### src/verilog/pmc_defs.svh
// Constants for the management register bank: bus address, register
// numbers, control and status bit positions, reset values and counts.
// Included by pmc_regs, the only design file of the bank using it; holds definitions only.
`ifndef PMC_DEFS_SVH
`define PMC_DEFS_SVH

// Seven-bit address on the two-wire bus.
`define PMC_DEV_ADDR 7'h56
// The register address byte carries zeros in its top three bits.
`define PMC_REGADDR_PAD 3'h0
`define PMC_REG_CTRL 5'h00
`define PMC_REG_STAT 5'h01
`define PMC_WORD_ZERO 16'h0000
`define PMC_BIT_LAST 3'h7

// Control register bits.
`define PMC_C_SRST 15
`define PMC_C_LOOP 14
`define PMC_C_SPD_L 13
`define PMC_C_AN_EN 12
`define PMC_C_PDN 11
`define PMC_C_ISO 10
`define PMC_C_AN_RST 9
`define PMC_C_DUP 8
`define PMC_C_COL 7
`define PMC_C_SPD_M 6
`define PMC_CTRL_RST_VAL 16'h0140

// Status register bits.
`define PMC_S_XSTAT 8
`define PMC_S_PREAMB 6
`define PMC_S_AN_DONE 5
`define PMC_S_RFAULT 4
`define PMC_S_AN_ABLE 3
`define PMC_S_LINK 2
`define PMC_S_JAB 1
`define PMC_S_XCAP 0

// Length of the software reset of the physical-layer logic, in clocks.
`define PMC_SRST_CYCLES 16

`endif

### src/verilog/pmc_pkg.sv
// Types shared by the management register bank.
// Assumes nothing of its surroundings.
`default_nettype none
package pmc_pkg;
  // States of the two-wire bus slave.
  typedef enum logic [2:0] {
    st_idle,
    st_addr,
    st_ack,
    st_rx,
    st_tx,
    st_mack,
    st_wait
  } pmc_state_t;
endpackage : pmc_pkg
`default_nettype wire

### src/verilog/pmc_regs.sv
// Management register bank of the physical-layer logic, reached over a
// two-wire serial bus. The bus pins are sampled by clk, which must run
// far faster than the serial clock; live status comes from logic on clk.
//
// Operation
// - Thirty-two sixteen-bit registers, each bit read-only or read-write.
// - Answers bus address 1010110, eighth address bit chooses read or write.
// - Register address byte is three zero bits then the register number.
// - Every register access moves sixteen bits in one multi-byte transfer.
// - Only certain register numbers are defined; here control and status.
// - Control bit 15 starts a software reset and clears itself after.
// - Control bit 14 loops received serial data back to the transmitter.
// - Bits 13 and 6 pick speed; only 1000 works, used without negotiation.
// - Negotiation enable bit 12 takes effect only after a software reset.
// - Control bit 11 powers down; software reset clears it.
// - Control bit 10 isolates the data interface; both resets clear it.
// - Control bit 9 restarts negotiation and clears itself.
// - Control bit 8 selects full duplex, resets to one, manual mode only.
// - Control bit 7 enables the collision signal test; resets clear it.
// - Status bits 8, 6, 3, 0 read one; bits 15 to 9 and 7 read zero.
// - Frames without preamble are accepted; status bit 6 reads one.
// - Status bit 5 shows negotiation complete, live; neither reset clears it.
// - Status bit 4 latches a remote fault high until read.
// - Status bit 2 shows link and latches low on loss until read.
// - Status bit 1 latches a jabber condition high until read.
`timescale 1ns/1ps
`default_nettype none
`include "pmc_defs.svh"
module pmc_regs
  import pmc_pkg::*;
#(
  parameter int SRST_CYCLES = `PMC_SRST_CYCLES
) (
  input wire logic clk, // System clock, 200 MHz.
  input wire logic rst_n, // Asynchronous hardware reset, active low.
  input wire logic scl, // Serial clock pin.
  input wire logic sda_in, // Serial data pin level.
  output logic sda_out, // Serial data drive value, always low.
  output logic sda_oe, // Serial data pulled low while high.
  input wire logic an_complete, // Negotiation complete, live.
  input wire logic remote_fault, // Remote fault, live.
  input wire logic link_up, // Link up, live.
  input wire logic jabber, // Jabber condition, live.
  output logic phy_soft_reset, // Software reset in progress.
  output logic loopback_en, // Serial loopback enabled.
  output logic an_enable, // Negotiation enable in force.
  output logic an_restart, // One-cycle negotiation restart.
  output logic power_down, // Power-down requested.
  output logic isolate, // Data interface isolated.
  output logic collision_test, // Collision signal test enabled.
  output logic speed_1000, // Speed setting is a working one.
  output logic duplex_full // Full duplex in force.
);
  localparam int CW = $clog2(SRST_CYCLES + 1);

  logic s_scl, s_sda, scl_q, sda_q;
  logic scl_rise, scl_fall, bus_start, bus_stop;
  pmc_state_t state;
  logic [2:0] bit_cnt;
  logic [7:0] shreg, lo_byte, wr_hi;
  logic [1:0] byte_idx;
  logic got_byte, is_read, host_ack, tx_lo;
  logic [4:0] ptr, wr_addr;
  logic wr_stb, rd_done;
  logic [15:0] wr_data, rd_word, phy_control, phy_status;
  logic [CW-1:0] srst_cnt;
  logic srst_load, srst_end;
  logic fault_sh, link_sl, jab_sh;

  // The bus pins come from the far side and are resynchronised first.
  pmc_sync #(
    .W(2)
  ) u_sync (
    .clk(clk),
    .rst_n(rst_n),
    .async_in({scl, sda_in}),
    .sync_out({s_scl, s_sda})
  );

  always_ff @(posedge clk or negedge rst_n) begin
    if (!rst_n) begin
      scl_q <= 1'b1;
      sda_q <= 1'b1;
    end else begin
      scl_q <= s_scl;
      sda_q <= s_sda;
    end
  end

  assign scl_rise = s_scl & ~scl_q;
  assign scl_fall = ~s_scl & scl_q;
  assign bus_start = s_scl & scl_q & sda_q & ~s_sda;
  assign bus_stop = s_scl & scl_q & ~sda_q & s_sda;
  assign sda_out = 1'b0;

  // Read data for the register under the pointer; unlisted numbers
  // belong to other parts of the chip and read as zero here.
  always_comb begin
    unique case (ptr)
      `PMC_REG_CTRL: rd_word = phy_control;
      `PMC_REG_STAT: rd_word = phy_status;
      default: rd_word = `PMC_WORD_ZERO;
    endcase
  end

  // Bus slave. Bits are taken on the serial clock rise and driven
  // after its fall, so the host always sees a settled data line.
  always_ff @(posedge clk or negedge rst_n) begin
    if (!rst_n) begin
      state <= st_idle;
      bit_cnt <= 3'h0;
      shreg <= 8'h00;
      lo_byte <= 8'h00;
      wr_hi <= 8'h00;
      byte_idx <= 2'h0;
      got_byte <= 1'b0;
      is_read <= 1'b0;
      host_ack <= 1'b0;
      tx_lo <= 1'b0;
      ptr <= 5'h00;
      wr_addr <= 5'h00;
      wr_stb <= 1'b0;
      wr_data <= 16'h0000;
      rd_done <= 1'b0;
      sda_oe <= 1'b0;
    end else begin
      wr_stb <= 1'b0;
      rd_done <= 1'b0;
      if (bus_start) begin
        // No preamble is needed: any start opens a new frame.
        state <= st_addr;
        bit_cnt <= 3'h0;
        got_byte <= 1'b0;
        sda_oe <= 1'b0;
      end else if (bus_stop) begin
        state <= st_idle;
        sda_oe <= 1'b0;
      end else begin
        unique case (state)
          st_idle, st_wait: begin
            sda_oe <= 1'b0;
          end
          st_addr, st_rx: begin
            if (scl_rise) begin
              shreg <= {shreg[6:0], s_sda};
              bit_cnt <= bit_cnt + 3'h1;
              got_byte <= (bit_cnt == `PMC_BIT_LAST);
            end else if (scl_fall && got_byte) begin
              got_byte <= 1'b0;
              state <= st_ack;
              sda_oe <= 1'b1;
              if (state == st_addr) begin
                is_read <= shreg[0];
                byte_idx <= 2'h1;
                if (shreg[7:1] != `PMC_DEV_ADDR) begin
                  state <= st_wait;
                  sda_oe <= 1'b0;
                end
              end else if (byte_idx == 2'h1) begin
                ptr <= shreg[4:0];
                byte_idx <= 2'h2;
                if (shreg[7:5] != `PMC_REGADDR_PAD) begin
                  state <= st_wait;
                  sda_oe <= 1'b0;
                end
              end else if (byte_idx == 2'h2) begin
                wr_hi <= shreg;
                byte_idx <= 2'h3;
              end else begin
                // A word is written only once both bytes are in.
                wr_stb <= 1'b1;
                wr_addr <= ptr;
                wr_data <= {wr_hi, shreg};
                ptr <= ptr + 5'h01;
                byte_idx <= 2'h2;
              end
            end
          end
          st_ack: begin
            if (scl_fall) begin
              bit_cnt <= 3'h0;
              if (is_read) begin
                // The low byte is captured with the high one so that
                // both halves come from the same instant.
                shreg <= rd_word[15:8];
                lo_byte <= rd_word[7:0];
                sda_oe <= ~rd_word[15];
                tx_lo <= 1'b0;
                state <= st_tx;
              end else begin
                sda_oe <= 1'b0;
                state <= st_rx;
              end
            end
          end
          st_tx: begin
            if (scl_rise) begin
              bit_cnt <= bit_cnt + 3'h1;
              got_byte <= (bit_cnt == `PMC_BIT_LAST);
            end else if (scl_fall) begin
              if (got_byte) begin
                got_byte <= 1'b0;
                sda_oe <= 1'b0;
                state <= st_mack;
                if (tx_lo) begin
                  rd_done <= (ptr == `PMC_REG_STAT);
                  ptr <= ptr + 5'h01;
                end
              end else begin
                shreg <= {shreg[6:0], 1'b0};
                sda_oe <= ~shreg[6];
              end
            end
          end
          st_mack: begin
            if (scl_rise) begin
              host_ack <= ~s_sda;
            end else if (scl_fall) begin
              bit_cnt <= 3'h0;
              if (!host_ack) begin
                state <= st_wait;
              end else if (tx_lo) begin
                shreg <= rd_word[15:8];
                lo_byte <= rd_word[7:0];
                sda_oe <= ~rd_word[15];
                tx_lo <= 1'b0;
                state <= st_tx;
              end else begin
                shreg <= lo_byte;
                sda_oe <= ~lo_byte[7];
                tx_lo <= 1'b1;
                state <= st_tx;
              end
            end
          end
        endcase
      end
    end
  end

  assign srst_load = wr_stb && (wr_addr == `PMC_REG_CTRL)
                     && wr_data[`PMC_C_SRST];
  // A control write landing on the last reset cycle holds the timer one
  // clock more, so the clearing below is never skipped by that write.
  assign srst_end = (srst_cnt == CW'(1))
                    && !(wr_stb && (wr_addr == `PMC_REG_CTRL));

  // Software reset timer; a fresh request restarts it.
  always_ff @(posedge clk or negedge rst_n) begin
    if (!rst_n) begin
      srst_cnt <= '0;
    end else if (srst_load) begin
      srst_cnt <= CW'(SRST_CYCLES);
    end else if ((srst_cnt > CW'(1)) || srst_end) begin
      srst_cnt <= srst_cnt - CW'(1);
    end
  end

  // Control register. Speed, negotiation enable and duplex survive a
  // software reset; the other working bits return to zero.
  always_ff @(posedge clk or negedge rst_n) begin
    if (!rst_n) begin
      phy_control <= `PMC_CTRL_RST_VAL;
      an_enable <= 1'b0;
    end else begin
      phy_control[`PMC_C_AN_RST] <= 1'b0;
      if (wr_stb && (wr_addr == `PMC_REG_CTRL)) begin
        phy_control <= wr_data;
        // A write without bit 15 cannot cut a running reset short.
        phy_control[`PMC_C_SRST] <= wr_data[`PMC_C_SRST]
                                    | (srst_cnt != '0);
      end else if (srst_end) begin
        phy_control[`PMC_C_SRST] <= 1'b0;
        phy_control[`PMC_C_LOOP] <= 1'b0;
        phy_control[`PMC_C_PDN] <= 1'b0;
        phy_control[`PMC_C_ISO] <= 1'b0;
        phy_control[`PMC_C_COL] <= 1'b0;
        an_enable <= phy_control[`PMC_C_AN_EN];
      end
    end
  end

  assign phy_soft_reset = phy_control[`PMC_C_SRST];
  assign loopback_en = phy_control[`PMC_C_LOOP];
  assign power_down = phy_control[`PMC_C_PDN];
  assign isolate = phy_control[`PMC_C_ISO];
  assign an_restart = phy_control[`PMC_C_AN_RST];
  assign collision_test = phy_control[`PMC_C_COL];

  // Speed and duplex bits only steer the link in manual mode; with
  // negotiation in force the link runs at 1000 full duplex.
  always_ff @(posedge clk or negedge rst_n) begin
    if (!rst_n) begin
      speed_1000 <= 1'b1;
      duplex_full <= 1'b1;
    end else begin
      speed_1000 <= an_enable
                    | (~phy_control[`PMC_C_SPD_L]
                       & phy_control[`PMC_C_SPD_M]);
      duplex_full <= an_enable | phy_control[`PMC_C_DUP];
    end
  end

  pmc_sticky u_sticky (
    .clk(clk),
    .rst_n(rst_n),
    .clr(rd_done),
    .flush(srst_end),
    .fault_live(remote_fault),
    .link_live(link_up),
    .jabber_live(jabber),
    .fault_sticky_high(fault_sh),
    .link_sticky_low(link_sl),
    .jabber_sticky_high(jab_sh)
  );

  always_comb begin
    phy_status = `PMC_WORD_ZERO;
    phy_status[`PMC_S_XSTAT] = 1'b1;
    phy_status[`PMC_S_PREAMB] = 1'b1;
    phy_status[`PMC_S_AN_DONE] = an_complete;
    phy_status[`PMC_S_RFAULT] = fault_sh;
    phy_status[`PMC_S_AN_ABLE] = 1'b1;
    phy_status[`PMC_S_LINK] = link_sl;
    phy_status[`PMC_S_JAB] = jab_sh;
    phy_status[`PMC_S_XCAP] = 1'b1;
  end
endmodule : pmc_regs
`default_nettype wire

### src/verilog/pmc_sticky.sv
// Latched status flags of the status register.
// Assumes the live conditions are levels on clk and clr is a one-cycle
// pulse marking a completed host read of the status register.
`timescale 1ns/1ps
`default_nettype none
module pmc_sticky (
  input wire logic clk, // System clock.
  input wire logic rst_n, // Asynchronous reset, active low.
  input wire logic clr, // Status register read completed.
  input wire logic flush, // Software reset finished.
  input wire logic fault_live, // Remote fault condition now.
  input wire logic link_live, // Link up now.
  input wire logic jabber_live, // Jabber condition now.
  output logic fault_sticky_high, // Latched remote fault.
  output logic link_sticky_low, // Latched link status.
  output logic jabber_sticky_high // Latched jabber.
);
  // A live event in the clearing cycle still sets the flag.
  always_ff @(posedge clk or negedge rst_n) begin
    if (!rst_n) begin
      fault_sticky_high <= 1'b0;
      jabber_sticky_high <= 1'b0;
    end else if (flush) begin
      fault_sticky_high <= 1'b0;
      jabber_sticky_high <= 1'b0;
    end else begin
      fault_sticky_high <= (fault_sticky_high & ~clr) | fault_live;
      jabber_sticky_high <= (jabber_sticky_high & ~clr) | jabber_live;
    end
  end

  // A drop of link holds the flag low until a read lets it follow again.
  always_ff @(posedge clk or negedge rst_n) begin
    if (!rst_n) begin
      link_sticky_low <= 1'b0;
    end else if (flush) begin
      link_sticky_low <= 1'b0;
    end else if (clr) begin
      link_sticky_low <= link_live;
    end else begin
      link_sticky_low <= link_sticky_low & link_live;
    end
  end
endmodule : pmc_sticky
`default_nettype wire

### src/verilog/pmc_sync.sv
// Two-stage synchroniser for levels that arrive from outside clk.
// Assumes each bit is an independent level; no word coherence is given.
`timescale 1ns/1ps
`default_nettype none
module pmc_sync #(
  parameter int W = 2
) (
  input wire logic clk, // Sampling clock.
  input wire logic rst_n, // Asynchronous reset, active low.
  input wire logic [W-1:0] async_in, // Levels from another domain.
  output logic [W-1:0] sync_out // Synchronised levels.
);
  logic [W-1:0] meta;

  // The first stage feeds the second stage and nothing else.
  always_ff @(posedge clk or negedge rst_n) begin
    if (!rst_n) begin
      meta <= '1;
      sync_out <= '1;
    end else begin
      meta <= async_in;
      sync_out <= meta;
    end
  end
endmodule : pmc_sync
`default_nettype wire
### config.mk
export PLATFORM = sky130hd
export DESIGN_NAME = pmc_regs
export DESIGN_NICKNAME = d
export VERILOG_FILES = /design/src/verilog/pmc_pkg.sv /design/src/verilog/pmc_regs.sv /design/src/verilog/pmc_sticky.sv /design/src/verilog/pmc_sync.sv
export VERILOG_INCLUDE_DIRS = /design/src /design/src/verilog
export SDC_FILE = /design/constraint.sdc
export NUM_CORES = 1
export LEC_CHECK = 0
export BUFFER_PORTS_ARGS = -buffer_cell sky130_fd_sc_hd__buf_2
export CAP_MARGIN = 20
export CORE_MARGIN = 4
export CORE_UTILIZATION = 50
export DETAILED_ROUTE_END_ITERATION = 10
export GPL_TIMING_DRIVEN = 0
export HOLD_SLACK_MARGIN = 0.03
export PLACE_DENSITY = 0.73
export SETUP_SLACK_MARGIN = 0.1
export SYNTH_ARGS = -nofsm -noshare
export SYNTH_HDL_FRONTEND = slang
export SYNTH_SLANG_ARGS = --single-unit
### constraint.sdc
create_clock -name clk -period 4.6 [get_ports clk]
set_input_delay 0.92 -clock clk [delete_from_list [all_inputs] [get_ports clk]]
set_output_delay 0.92 -clock clk [all_outputs]
set_load 0.005 [all_outputs]
### Yosys cells after proc, flatten, opt, wreduce, memory -nomap -nowiden

Cells that the tools add are included.

| storage, ports and cells | value |
|---|---|
| output and inout port bits | 11 |
| flip-flop bits (word level) | 98 |
| bits of input ports | 8 |
| word-level logic and storage cells | 258 |

| cells by class | value |
|---|---|
| $add $sub $neg | 3 |
| multiplexer cells | 114 |
| eq/ne operators | 42 |
| reductions and logical operators | 36 |
| bitwise logic cells | 32 |
| magnitude comparators | 1 |

Operators with widths:

| operator | number |
|---|---|
| $mux W8 | 16 |
| $mux W3 | 20 |
| $mux W5 | 11 |
| $mux W1 | 52 |
| $ne A4 B4 Y1 const B | 11 |
| $ne A2 B2 Y1 const B | 16 |
| $pmux W16 S2 | 1 |
| $pmux W8 S4 | 1 |
| $reduce_and A8 Y1 | 4 |
| $reduce_and A9 Y1 | 2 |
| $not A1 Y1 | 16 |
| $pmux W8 S2 | 1 |
| $eq A3 B3 Y1 const B | 4 |
| $mux W2 | 6 |
| $pmux W3 S4 | 1 |
| $reduce_and A12 Y1 | 1 |
| $reduce_and A4 Y1 | 3 |
| $and A1 B1 Y1 | 11 |
| $reduce_and A11 Y1 | 1 |
| $eq A5 B1 Y1 const B | 2 |
| $logic_not A5 Y1 | 2 |
| $pmux W5 S2 | 1 |
| $pmux W3 S3 | 1 |
| $reduce_bool A2 Y1 | 4 |
| other kinds (27) | 40 |

### Longest topological paths before layout

Gate-level depths: netlist (run 1).

| depth | value |
|---|---|
| depth after elaboration | 10 |
| gate-level depth with buffers | 9 |
| depth with buffers taken out | 7 |

### Hierarchy

From an unflattened synthesis (run 1), not the netlist that was laid out.

| second synthesis, totals | value |
|---|---|
| cell total of the unflattened synthesis | 432 |
| area, all modules | 4923.5 um^2 |

Modules (own cells, without submodules):

| module | instances | cells each | seq. area each (um^2) | area an instance (um^2) |
|---|---|---|---|---|
| pmc_regs | 1 | 417 | 2284.7 | 4702.0 |
| pmc_sticky | 1 | 11 | 75.1 | 116.4 |
| pmc_sync | 1 | 4 | 105.1 | 105.1 |

### Worst setup path before layout (run 1)

No wires, ideal clock.

| timing | value |
|---|---|
| path type | flip-flop to flip-flop |
| from | register u_sync.sync_out[1] |
| to | register shreg[6] |
| required time | 4.475 ns |
| slack | 2.466 ns |
| stages on the path, launching flop included | 6 |
| setup time | 0.125 ns |
| period minus slack after synthesis | 2.134 ns |
| buffers on the path | 1 |
| arrival time | 2.009 ns |
| cell sequence | dfstp_2 > ha_1 > clkbuf_1 > nand3b_1 > a211oi_4 > mux2_4 |

| on the way | value |
|---|---|
| longest elaborated chain between the ends | 5 |
| elaborated cells on any way between the ends | 17 |
| classes of those cells | 6 x eq/ne; 10 x bitwise; 1 x reduce/logical |

Ends and longest elaborated chain:

| what | RTL line | source |
|---|---|---|
| start: declaration | pmc_sync.sv:11 | `output logic [W-1:0] sync_out` |
| start signal: assignment | pmc_sync.sv:22 | `sync_out <= meta;` |
| $and A1 B1 Y1 | pmc_regs.sv:92, pmc_regs.sv:93 |  |
| $and A1 B1 Y1 (on tied branches) (2 in a row) | pmc_regs.sv:93, pmc_regs.sv:92 |  |
| $not A1 Y1 (no source line) | - |  |
| $reduce_and A12 Y1 (no source line) (*) | - |  |
| end signal: assignment | pmc_regs.sv:145 | `shreg <= {shreg[6:0], s_sda};` |
| end signal: assignment | pmc_regs.sv:185 | `shreg <= rd_word[15:8];` |
| end signal: assignment | pmc_regs.sv:210 | `shreg <= {shreg[6:0], 1'b0};` |
| end: declaration | pmc_regs.sv:60 | `logic [7:0] shreg, lo_byte, wr_hi;` |

Mark *: on every way between the ends. The rest lies on a longest branch, timed or not.
A chain may end at the register's enable or synchronous reset.

### Worst setup path in the final report (run 1)

| timing | value |
|---|---|
| from | register u_sync.sync_out[1] |
| to | register shreg[1] |

The elaborated chain is that of the path after synthesis.

==> results of run 1 <==
## metal layers
layer / share of wire [%] / routed length, um / up-vias / track usage, %
li1: - / - / 1636 / -
met1: 48 / 4867 / 1716 / 28.30
met2: 47 / 4820 / 73 / 30.65
met3: 4.5 / 460 / 10 / 5.389
met4: 0.93 / 95 / 0 / 3.885
met5: 0 / 0 / - / 0
## layout by cell type, fill, tap and decap left out, types with 4 or more instances in the layout
master	count
sky130_fd_sc_hd__mux2_2	33
sky130_fd_sc_hd__nor2b_1	8
sky130_fd_sc_hd__nor3b_1	8
sky130_fd_sc_hd__nor2_1	14
sky130_fd_sc_hd__nand3_1	12
sky130_fd_sc_hd__nand2_1	56
sky130_fd_sc_hd__dfrtp_1	88
sky130_fd_sc_hd__o31ai_1	4
sky130_fd_sc_hd__clkbuf_1	15
sky130_fd_sc_hd__nand2b_1	7
sky130_fd_sc_hd__mux2_4	8
sky130_fd_sc_hd__dfstp_2	10
sky130_fd_sc_hd__a221o_1	6
sky130_fd_sc_hd__and3_1	7
sky130_fd_sc_hd__nand3b_1	6
sky130_fd_sc_hd__o21ai_0	25
sky130_fd_sc_hd__and3b_1	4
sky130_fd_sc_hd__nor4_1	4
sky130_fd_sc_hd__clkbuf_8	10
sky130_fd_sc_hd__a21oi_1	26
sky130_fd_sc_hd__inv_1	12
sky130_fd_sc_hd__a22oi_1	5
sky130_fd_sc_hd__a22o_1	7
sky130_fd_sc_hd__ha_1	14
sky130_fd_sc_hd__buf_2	20
## Yosys cell counts (all sizes together) (5+ instances only)
cell type	n	area (um^2)
dfrtp	88	2202
nand2	56	210.2
mux2	41	491.7
o21ai	27	135.1
a21oi	26	130.1
clkbuf	14	52.55
ha	14	175.2
nor2	14	52.55
inv	12	45.04
nand3	12	60.06
dfstp	10	262.8
nor3b	9	72.57
nor2b	8	50.05
a22o	7	61.31
and3	7	43.79
nand2b	7	43.79
a221o	6	60.06
nand3b	6	45.04
a22oi	5	37.54
buf	5	27.53
## worst max-delay path: stages (launching register included)
cell                       delay (ns)
sky130_fd_sc_hd__dfstp_2         0.57
sky130_fd_sc_hd__ha_1            0.29
sky130_fd_sc_hd__clkbuf_1        0.39
sky130_fd_sc_hd__nand3b_1        0.19
sky130_fd_sc_hd__a211oi_4        0.62
sky130_fd_sc_hd__mux2_4          0.35
## cells by family after synthesis
group,count (synthesis),share of synthesized area (%)
compound gates,96,13.57
other cells,1,0.07852
fa+ha+maj,14,3.668
xor+xnor,3,0.5503
mux,44,10.93
flops,98,51.61
buf+inv,31,2.620
simple gates,149,16.98
## report_power, final
| group | internal [mW] | total, mW | switching [mW] |
|---|---|---|---|
| clock | 0.270 | 0.571 | 0.301 |
| sequential | 0.910 | 0.985 | 0.0752 |
| combinational | 0.105 | 0.186 | 0.0815 |
| total | 1.28 | 1.74 | 0.458 |
## through the flow
| step | instance area (um^2) | instances | power, mW |
|---|---|---|---|
| 2_1_floorplan | 4776 | 436 | 1.108 |
| 3_3_place_gp | 5022 | 582 | 1.174 |
| 3_5_place_dp | 5052 | 583 | 1.185 |
| 4_1_cts | 5254 | 599 | 1.759 |
| 5_1_grt | 5261 | 600 | 1.831 |
| 6_report | 5261 | 600 | 1.742 |
## sequential cells by signal, summed over array words and instances (netlist names), 2 cells and up
name / flops
wr_data: 16
srst_cnt: 5
wr_hi: 8
state: 3
byte_idx: 2
u_sync.meta: 2
phy_control: 16
lo_byte: 8
u_sync.sync_out: 2
shreg: 8
ptr: 5
wr_addr: 5
bit_cnt: 3
## path summary, 6_finish.rpt
path                                               from                      endpoint  depth (start not counted)
max in group asynchronous                         rst_n  u_sync.sync_out[1]$_DFF_PN1_                          2
setup / recovery           u_sync.sync_out[1]$_DFF_PN1_          shreg[1]$_DFFE_PN0P_                          5
min in group asynchronous                         rst_n             rd_done$_DFF_PN0_                          1
setup reg to reg           u_sync.sync_out[1]$_DFF_PN1_          shreg[1]$_DFFE_PN0P_                          5
hold reg to reg                u_sync.meta[0]$_DFF_PN1_  u_sync.sync_out[0]$_DFF_PN1_                          0
hold / removal                 u_sync.meta[0]$_DFF_PN1_  u_sync.sync_out[0]$_DFF_PN1_                          0
## cell type report
cell class	count	area (um^2)
clock inverters	5	60.06
fillers	826	4023
plain buffers	19	80.08
flip-flops and latches	98	2465
clock buffers	11	141.4
inverters	12	45.04
repair buffers	19	122.6
well taps	129	161.4
multi-input cells	307	2186
==> metrics.txt, run 1 <==
flops & latches, synth=98; TritonCTS buffer count=9; Sink Count=between 90 and 100; CP endpoint kind=flip-flop; die outline height=between 100 and 150 um; achievable clock frequency=approximately 390 MHz; average cell area after synthesis=around 11 um^2; via count of the routed design=3435; leftover overflow at the end of global routing=0; Routed WL=10.24 mm; path type of the worst setup path=flip-flop to flip-flop; Area growth, synth to finish=10.17%; final-report hold violation count=0; Worst-path clk slew=about 0.090 ns; TritonRoute pass-1 iters=5; number of buffers added on ports=17; cell area after synthesis=0.004776 mm^2; post-placement worst setup slack=~2.1 ns; hold_ws=~0.36 ns; worst-case setup margin in the final layout=around 2.1 ns; Max VDD drop=0.0002292 V; buffer cell driving the clock tree root=sky130_fd_sc_hd__clkbuf_8; static leakage=2.505 nW; biggest fanout along the worst timing path=10; worst min path class=flip-flop to flip-flop; setup repair after global routing missed its margin=no; Synthesis Warnings=0; final-layout setup total negative slack=0 ns; via count normalized by instance count=around 5.7; via count of the first global-routing pass=3434; Ports=19; Iter 0 DRT Violations=150; DP Wirelength=approximately 7.3 mm; worst-case headroom to the max-slew limit=approximately 43%; post-synthesis instance total=~440; DR WL/cell=about 17 um; data required time of the critical path=approximately 4.9 ns; count of nets left with antenna violations after detail routing=0; run status=complete, no violations; CTS Hold Bufs=0; total inserted antenna cells=0; proportion of register bits with asynchronous set or reset after synthesis=100.0%; global-route total usage across every layer=19.84%; net count after synthesis=approximately 460; initial cell density of the core=between 50% and 60%; transition time of the tightest slew-check pin=~0.85 ns; Core Rows=35; number of distinct library cells after synthesis=63; ratio of cells with drive above 1 in the final layout=around a fifth; total number of H-tree levels=3; post-route core utilization=roughly 57%; number of gates given a new drive strength after cts=0; die extent in x=~110 um; area of the core region=roughly 0.0093 mm^2; CTS tree=built; startpoint types=flip-flop; Maximum Capacitance Violations=0; clock skew=0.01408 ns; Final setup violation count=0; number of flops mapped to enable cells by yosys=0; Arrival @ worst endpoint=between 2 and 3 ns; final clock period utilization by the worst path=55.05%; placer congestion estimate=roughly 0.89; full die area=approximately 0.011 mm^2; number of design rule violations left after detail routing=0; number of post-CTS setup repair buffers=0; final max-slew violation count=0; dominant register cell in the synthesized netlist=sky130_fd_sc_hd__dfrtp_1; source-to-sink clock delay at the later pin of the worst-skew pair=0.37 ns; minimum period implied by the final worst setup slack=roughly 2.5 ns; PwrDens=about 330 mW/mm^2; worst-case clock buffer depth=2; layout net count=a little under 500; largest net degree at the start of global routing=a little under 60; minimum setup slack among reg-to-reg paths=2.07 ns; antenna violations before repair=0; wire length of the first global-routing pass=17.72 mm; share of the yosys chip area belonging to registers=between 50% and 60%
No activity file was read; power rests on OpenSTA's default activity.
==> run 2: changes to the inputs <==
--- a/config.mk
+++ b/config.mk
@@ -13,7 +13,7 @@
 export DETAILED_ROUTE_END_ITERATION = 10
 export GPL_TIMING_DRIVEN = 0
 export HOLD_SLACK_MARGIN = 0.03
-export PLACE_DENSITY = 0.73
+export PLACE_DENSITY = 0.75
 export SETUP_SLACK_MARGIN = 0.1
 export SYNTH_ARGS = -nofsm -noshare
 export SYNTH_HDL_FRONTEND = slang
==> constraint.sdc (replaced) <==
create_clock -name clk -period 2.3 [get_ports clk]
set_input_delay 0.46 -clock clk [delete_from_list [all_inputs] [get_ports clk]]
set_output_delay 0.46 -clock clk [all_outputs]
set_load 0.005 [all_outputs]
==> run 2 against run 1 <==
Against the previous run:
- maximum frequency up 13%
- total power rose by 94%
- sequential share of layout area is 2.1 points lower
- flip-flop and latch count is the same
- first-iteration DRC count is 62% higher
- register-to-register slack worse by 2.0 ns
- worst hold slack got worse by 0.17 ns
==> metrics.txt, run 2 (synthesized netlist as in run 1, its figures left out) <==
antenna violations before repair=0; DP Wirelength=7.430 mm; static leakage=2.599 nW; worst-case setup margin in the final layout=about 0.064 ns; die extent in x=roughly 110 um; source-to-sink clock delay at the later pin of the worst-skew pair=about 0.37 ns; master of the slowest instance on the critical path=sky130_fd_sc_hd__or4b_4; biggest fanout along the worst timing path=8; placer congestion estimate=between 0.8 and 0.9; final-report hold violation count=0; startpoint types=flip-flop; wire length of the first global-routing pass=about 18 mm; transition time of the tightest slew-check pin=around 0.66 ns; dominant cell type by count on the critical path=sky130_fd_sc_hd__a21oi_1; layout net count=around 500; clock skew=a little under 0.01 ns; cell area after layout=roughly 0.0055 mm^2; initial cell density of the core=51.44%; total inserted antenna cells=0; Hold Path Stages=1; full die area=0.01118 mm^2; number of cells on the worst reg-to-reg path=8; TritonRoute pass-1 iters=4; ratio of cells with drive above 1 in the final layout=roughly a quarter; buffer cell driving the clock tree root=sky130_fd_sc_hd__clkbuf_8; minimum setup slack among reg-to-reg paths=about 0.064 ns; Worst Path Buf+Inv=3; DR WL/cell=approximately 18 um; destination of the critical timing path=ptr[4]$_DFFE_PN0P_; worst reg2reg path startpoint=state[0]$_DFFE_PN0P_; achievable clock frequency=about 450 MHz; CP endpoint kind=flip-flop; setup repair after global routing missed its margin=yes; worst-case headroom to the max-slew limit=between 50% and 60%; TritonCTS buffer count=9; run status=complete, no violations; Routed WL=between 10 and 15 mm; cell-by-cell listing of the critical path=buf_4 > or3b_1 > buf_6 > or4b_4 > a21boi_4 > buf_12 > a21oi_1 > a21oi_1; Sink Count=just under 100; Arrival @ worst endpoint=2.53 ns; Final setup violation count=0; die outline height=around 110 um; Worst-path clk slew=0.10 ns; delay of the slowest cell on the worst path=approximately 0.50 ns; Ports=19; Iter 0 DRT Violations=roughly 240; worst setup path start=state[0]$_DFFE_PN0P_; most common cell after layout, fill and taps aside=sky130_fd_sc_hd__dfrtp_1; Maximum Capacitance Violations=0; path type of the worst setup path=flip-flop to flip-flop; Worst path depth=8; worst-case clock buffer depth=2; placed standard-cell area=a little over 0.005 mm^2; top library cells by usage in the layout, fill and taps aside=sky130_fd_sc_hd__dfrtp_1 (88), sky130_fd_sc_hd__nand2_1 (55), sky130_fd_sc_hd__mux2_2 (33); data required time of the critical path=around 2.6 ns; area of the core region=0.009284 mm^2; final clock period utilization by the worst path=roughly 97%; largest net degree at the start of global routing=75; via count of the first global-routing pass=between 3000 and 4000; routed length on met3=~500 um; M1 WL=~4.8 mm; count of nets left with antenna violations after detail routing=0; overall power after layout=~3.4 mW; highest routed layer=met4; post-placement worst setup slack=-0.2016 ns; registers with the most flip-flops=phy_control x16, wr_data x16; global-route total usage across every layer=around 20%; via count normalized by instance count=between 5 and 6; via count of the routed design=~3600; number of buffers added on ports=17; Core Rows=35; worst min path class=input pin to flip-flop; minimum period implied by the final worst setup slack=around 2.2 ns; leftover overflow at the end of global routing=0; HP Start=scl; family of cells with the greatest summed delay on the critical path=simple AND/OR/NAND/NOR gates; Max VDD drop=between 0.0004 and 0.0005 V; PwrDens=between 600 and 700 mW/mm^2; CTS tree=built; final max-slew violation count=0; met2 WL post-DR=5.306 mm; total number of H-tree levels=3; capturing point of the worst reg2reg path=ptr[4]$_DFFE_PN0P_; Area growth, synth to finish=15.35%; number of design rule violations left after detail routing=0; hold_ws=roughly 0.19 ns
==> run 2: cell types whose count changed in the layout (fill, tap and decap cells not counted), moves of 2 or more <==
cell                        previous run  this run
sky130_fd_sc_hd__buf_4                 3        12
sky130_fd_sc_hd__buf_2                20        17
sky130_fd_sc_hd__and3_1                7         5
sky130_fd_sc_hd__and3_4                0         2
sky130_fd_sc_hd__buf_12                0         2
sky130_fd_sc_hd__buf_8                 0         2
sky130_fd_sc_hd__clkbuf_16             0         2
sky130_fd_sc_hd__clkbuf_4              0         2
sky130_fd_sc_hd__o31ai_1               4         2
sky130_fd_sc_hd__o31ai_2               0         2
==> run 2: layout make-up <==
cell class,count,area (um^2)
fill,758,3775
clock inverter,3,25.02
tap,129,161.4
buffer,19,117.6
multi-input combinational,307,2263
sequential,98,2465
inverter,12,45.04
clock buffer,13,148.9
timing repair buffer,32,282.8
==> run 2: layer usage <==
metal	vias up	GRT usage [%]
met1	1781	26.37
met2	103	33.56
li1	1661	-
met3	17	4.042
met4	0	6.013
met5	-	0
==> run 2: timing repair <==
action	in CTS	in global routing
pin swaps	4	4
setup endpoints to repair	62	62
hold endpoints to repair	20	0
hold buffers	1	0
cloned	0	2
setup buffers	4	7
resized for setup	13	20
==> run 2: through the flow <==
step | util [%] | setup TNS (ns) | std cells
2_1_floorplan | - | 0 | 436
3_3_place_gp | 54.10 | -19.30 | 582
3_5_place_dp | 54.42 | -5.875 | 583
4_1_cts | 57.47 | 0 | 604
5_1_grt | 59.34 | -0.0005604 | 613
6_report | 59.34 | 0 | 613
==> run 2: report_power, final <==
part	internal (mW)	switching [mW]
combinational	0.224	0.170
sequential	1.82	0.150
clock	0.431	0.587
==> run 2: how the worst min path moves through the flow <==
stage                                        end  slack, ns
floorplan                  an_enable$_DFFE_PN0P_       0.16
global placement    u_sync.sync_out[0]$_DFF_PN1_       0.35
detailed placement  u_sync.sync_out[0]$_DFF_PN1_       0.35
CTS                     u_sync.meta[1]$_DFF_PN1_       0.18
global route            u_sync.meta[1]$_DFF_PN1_       0.16
finish                  u_sync.meta[1]$_DFF_PN1_       0.19
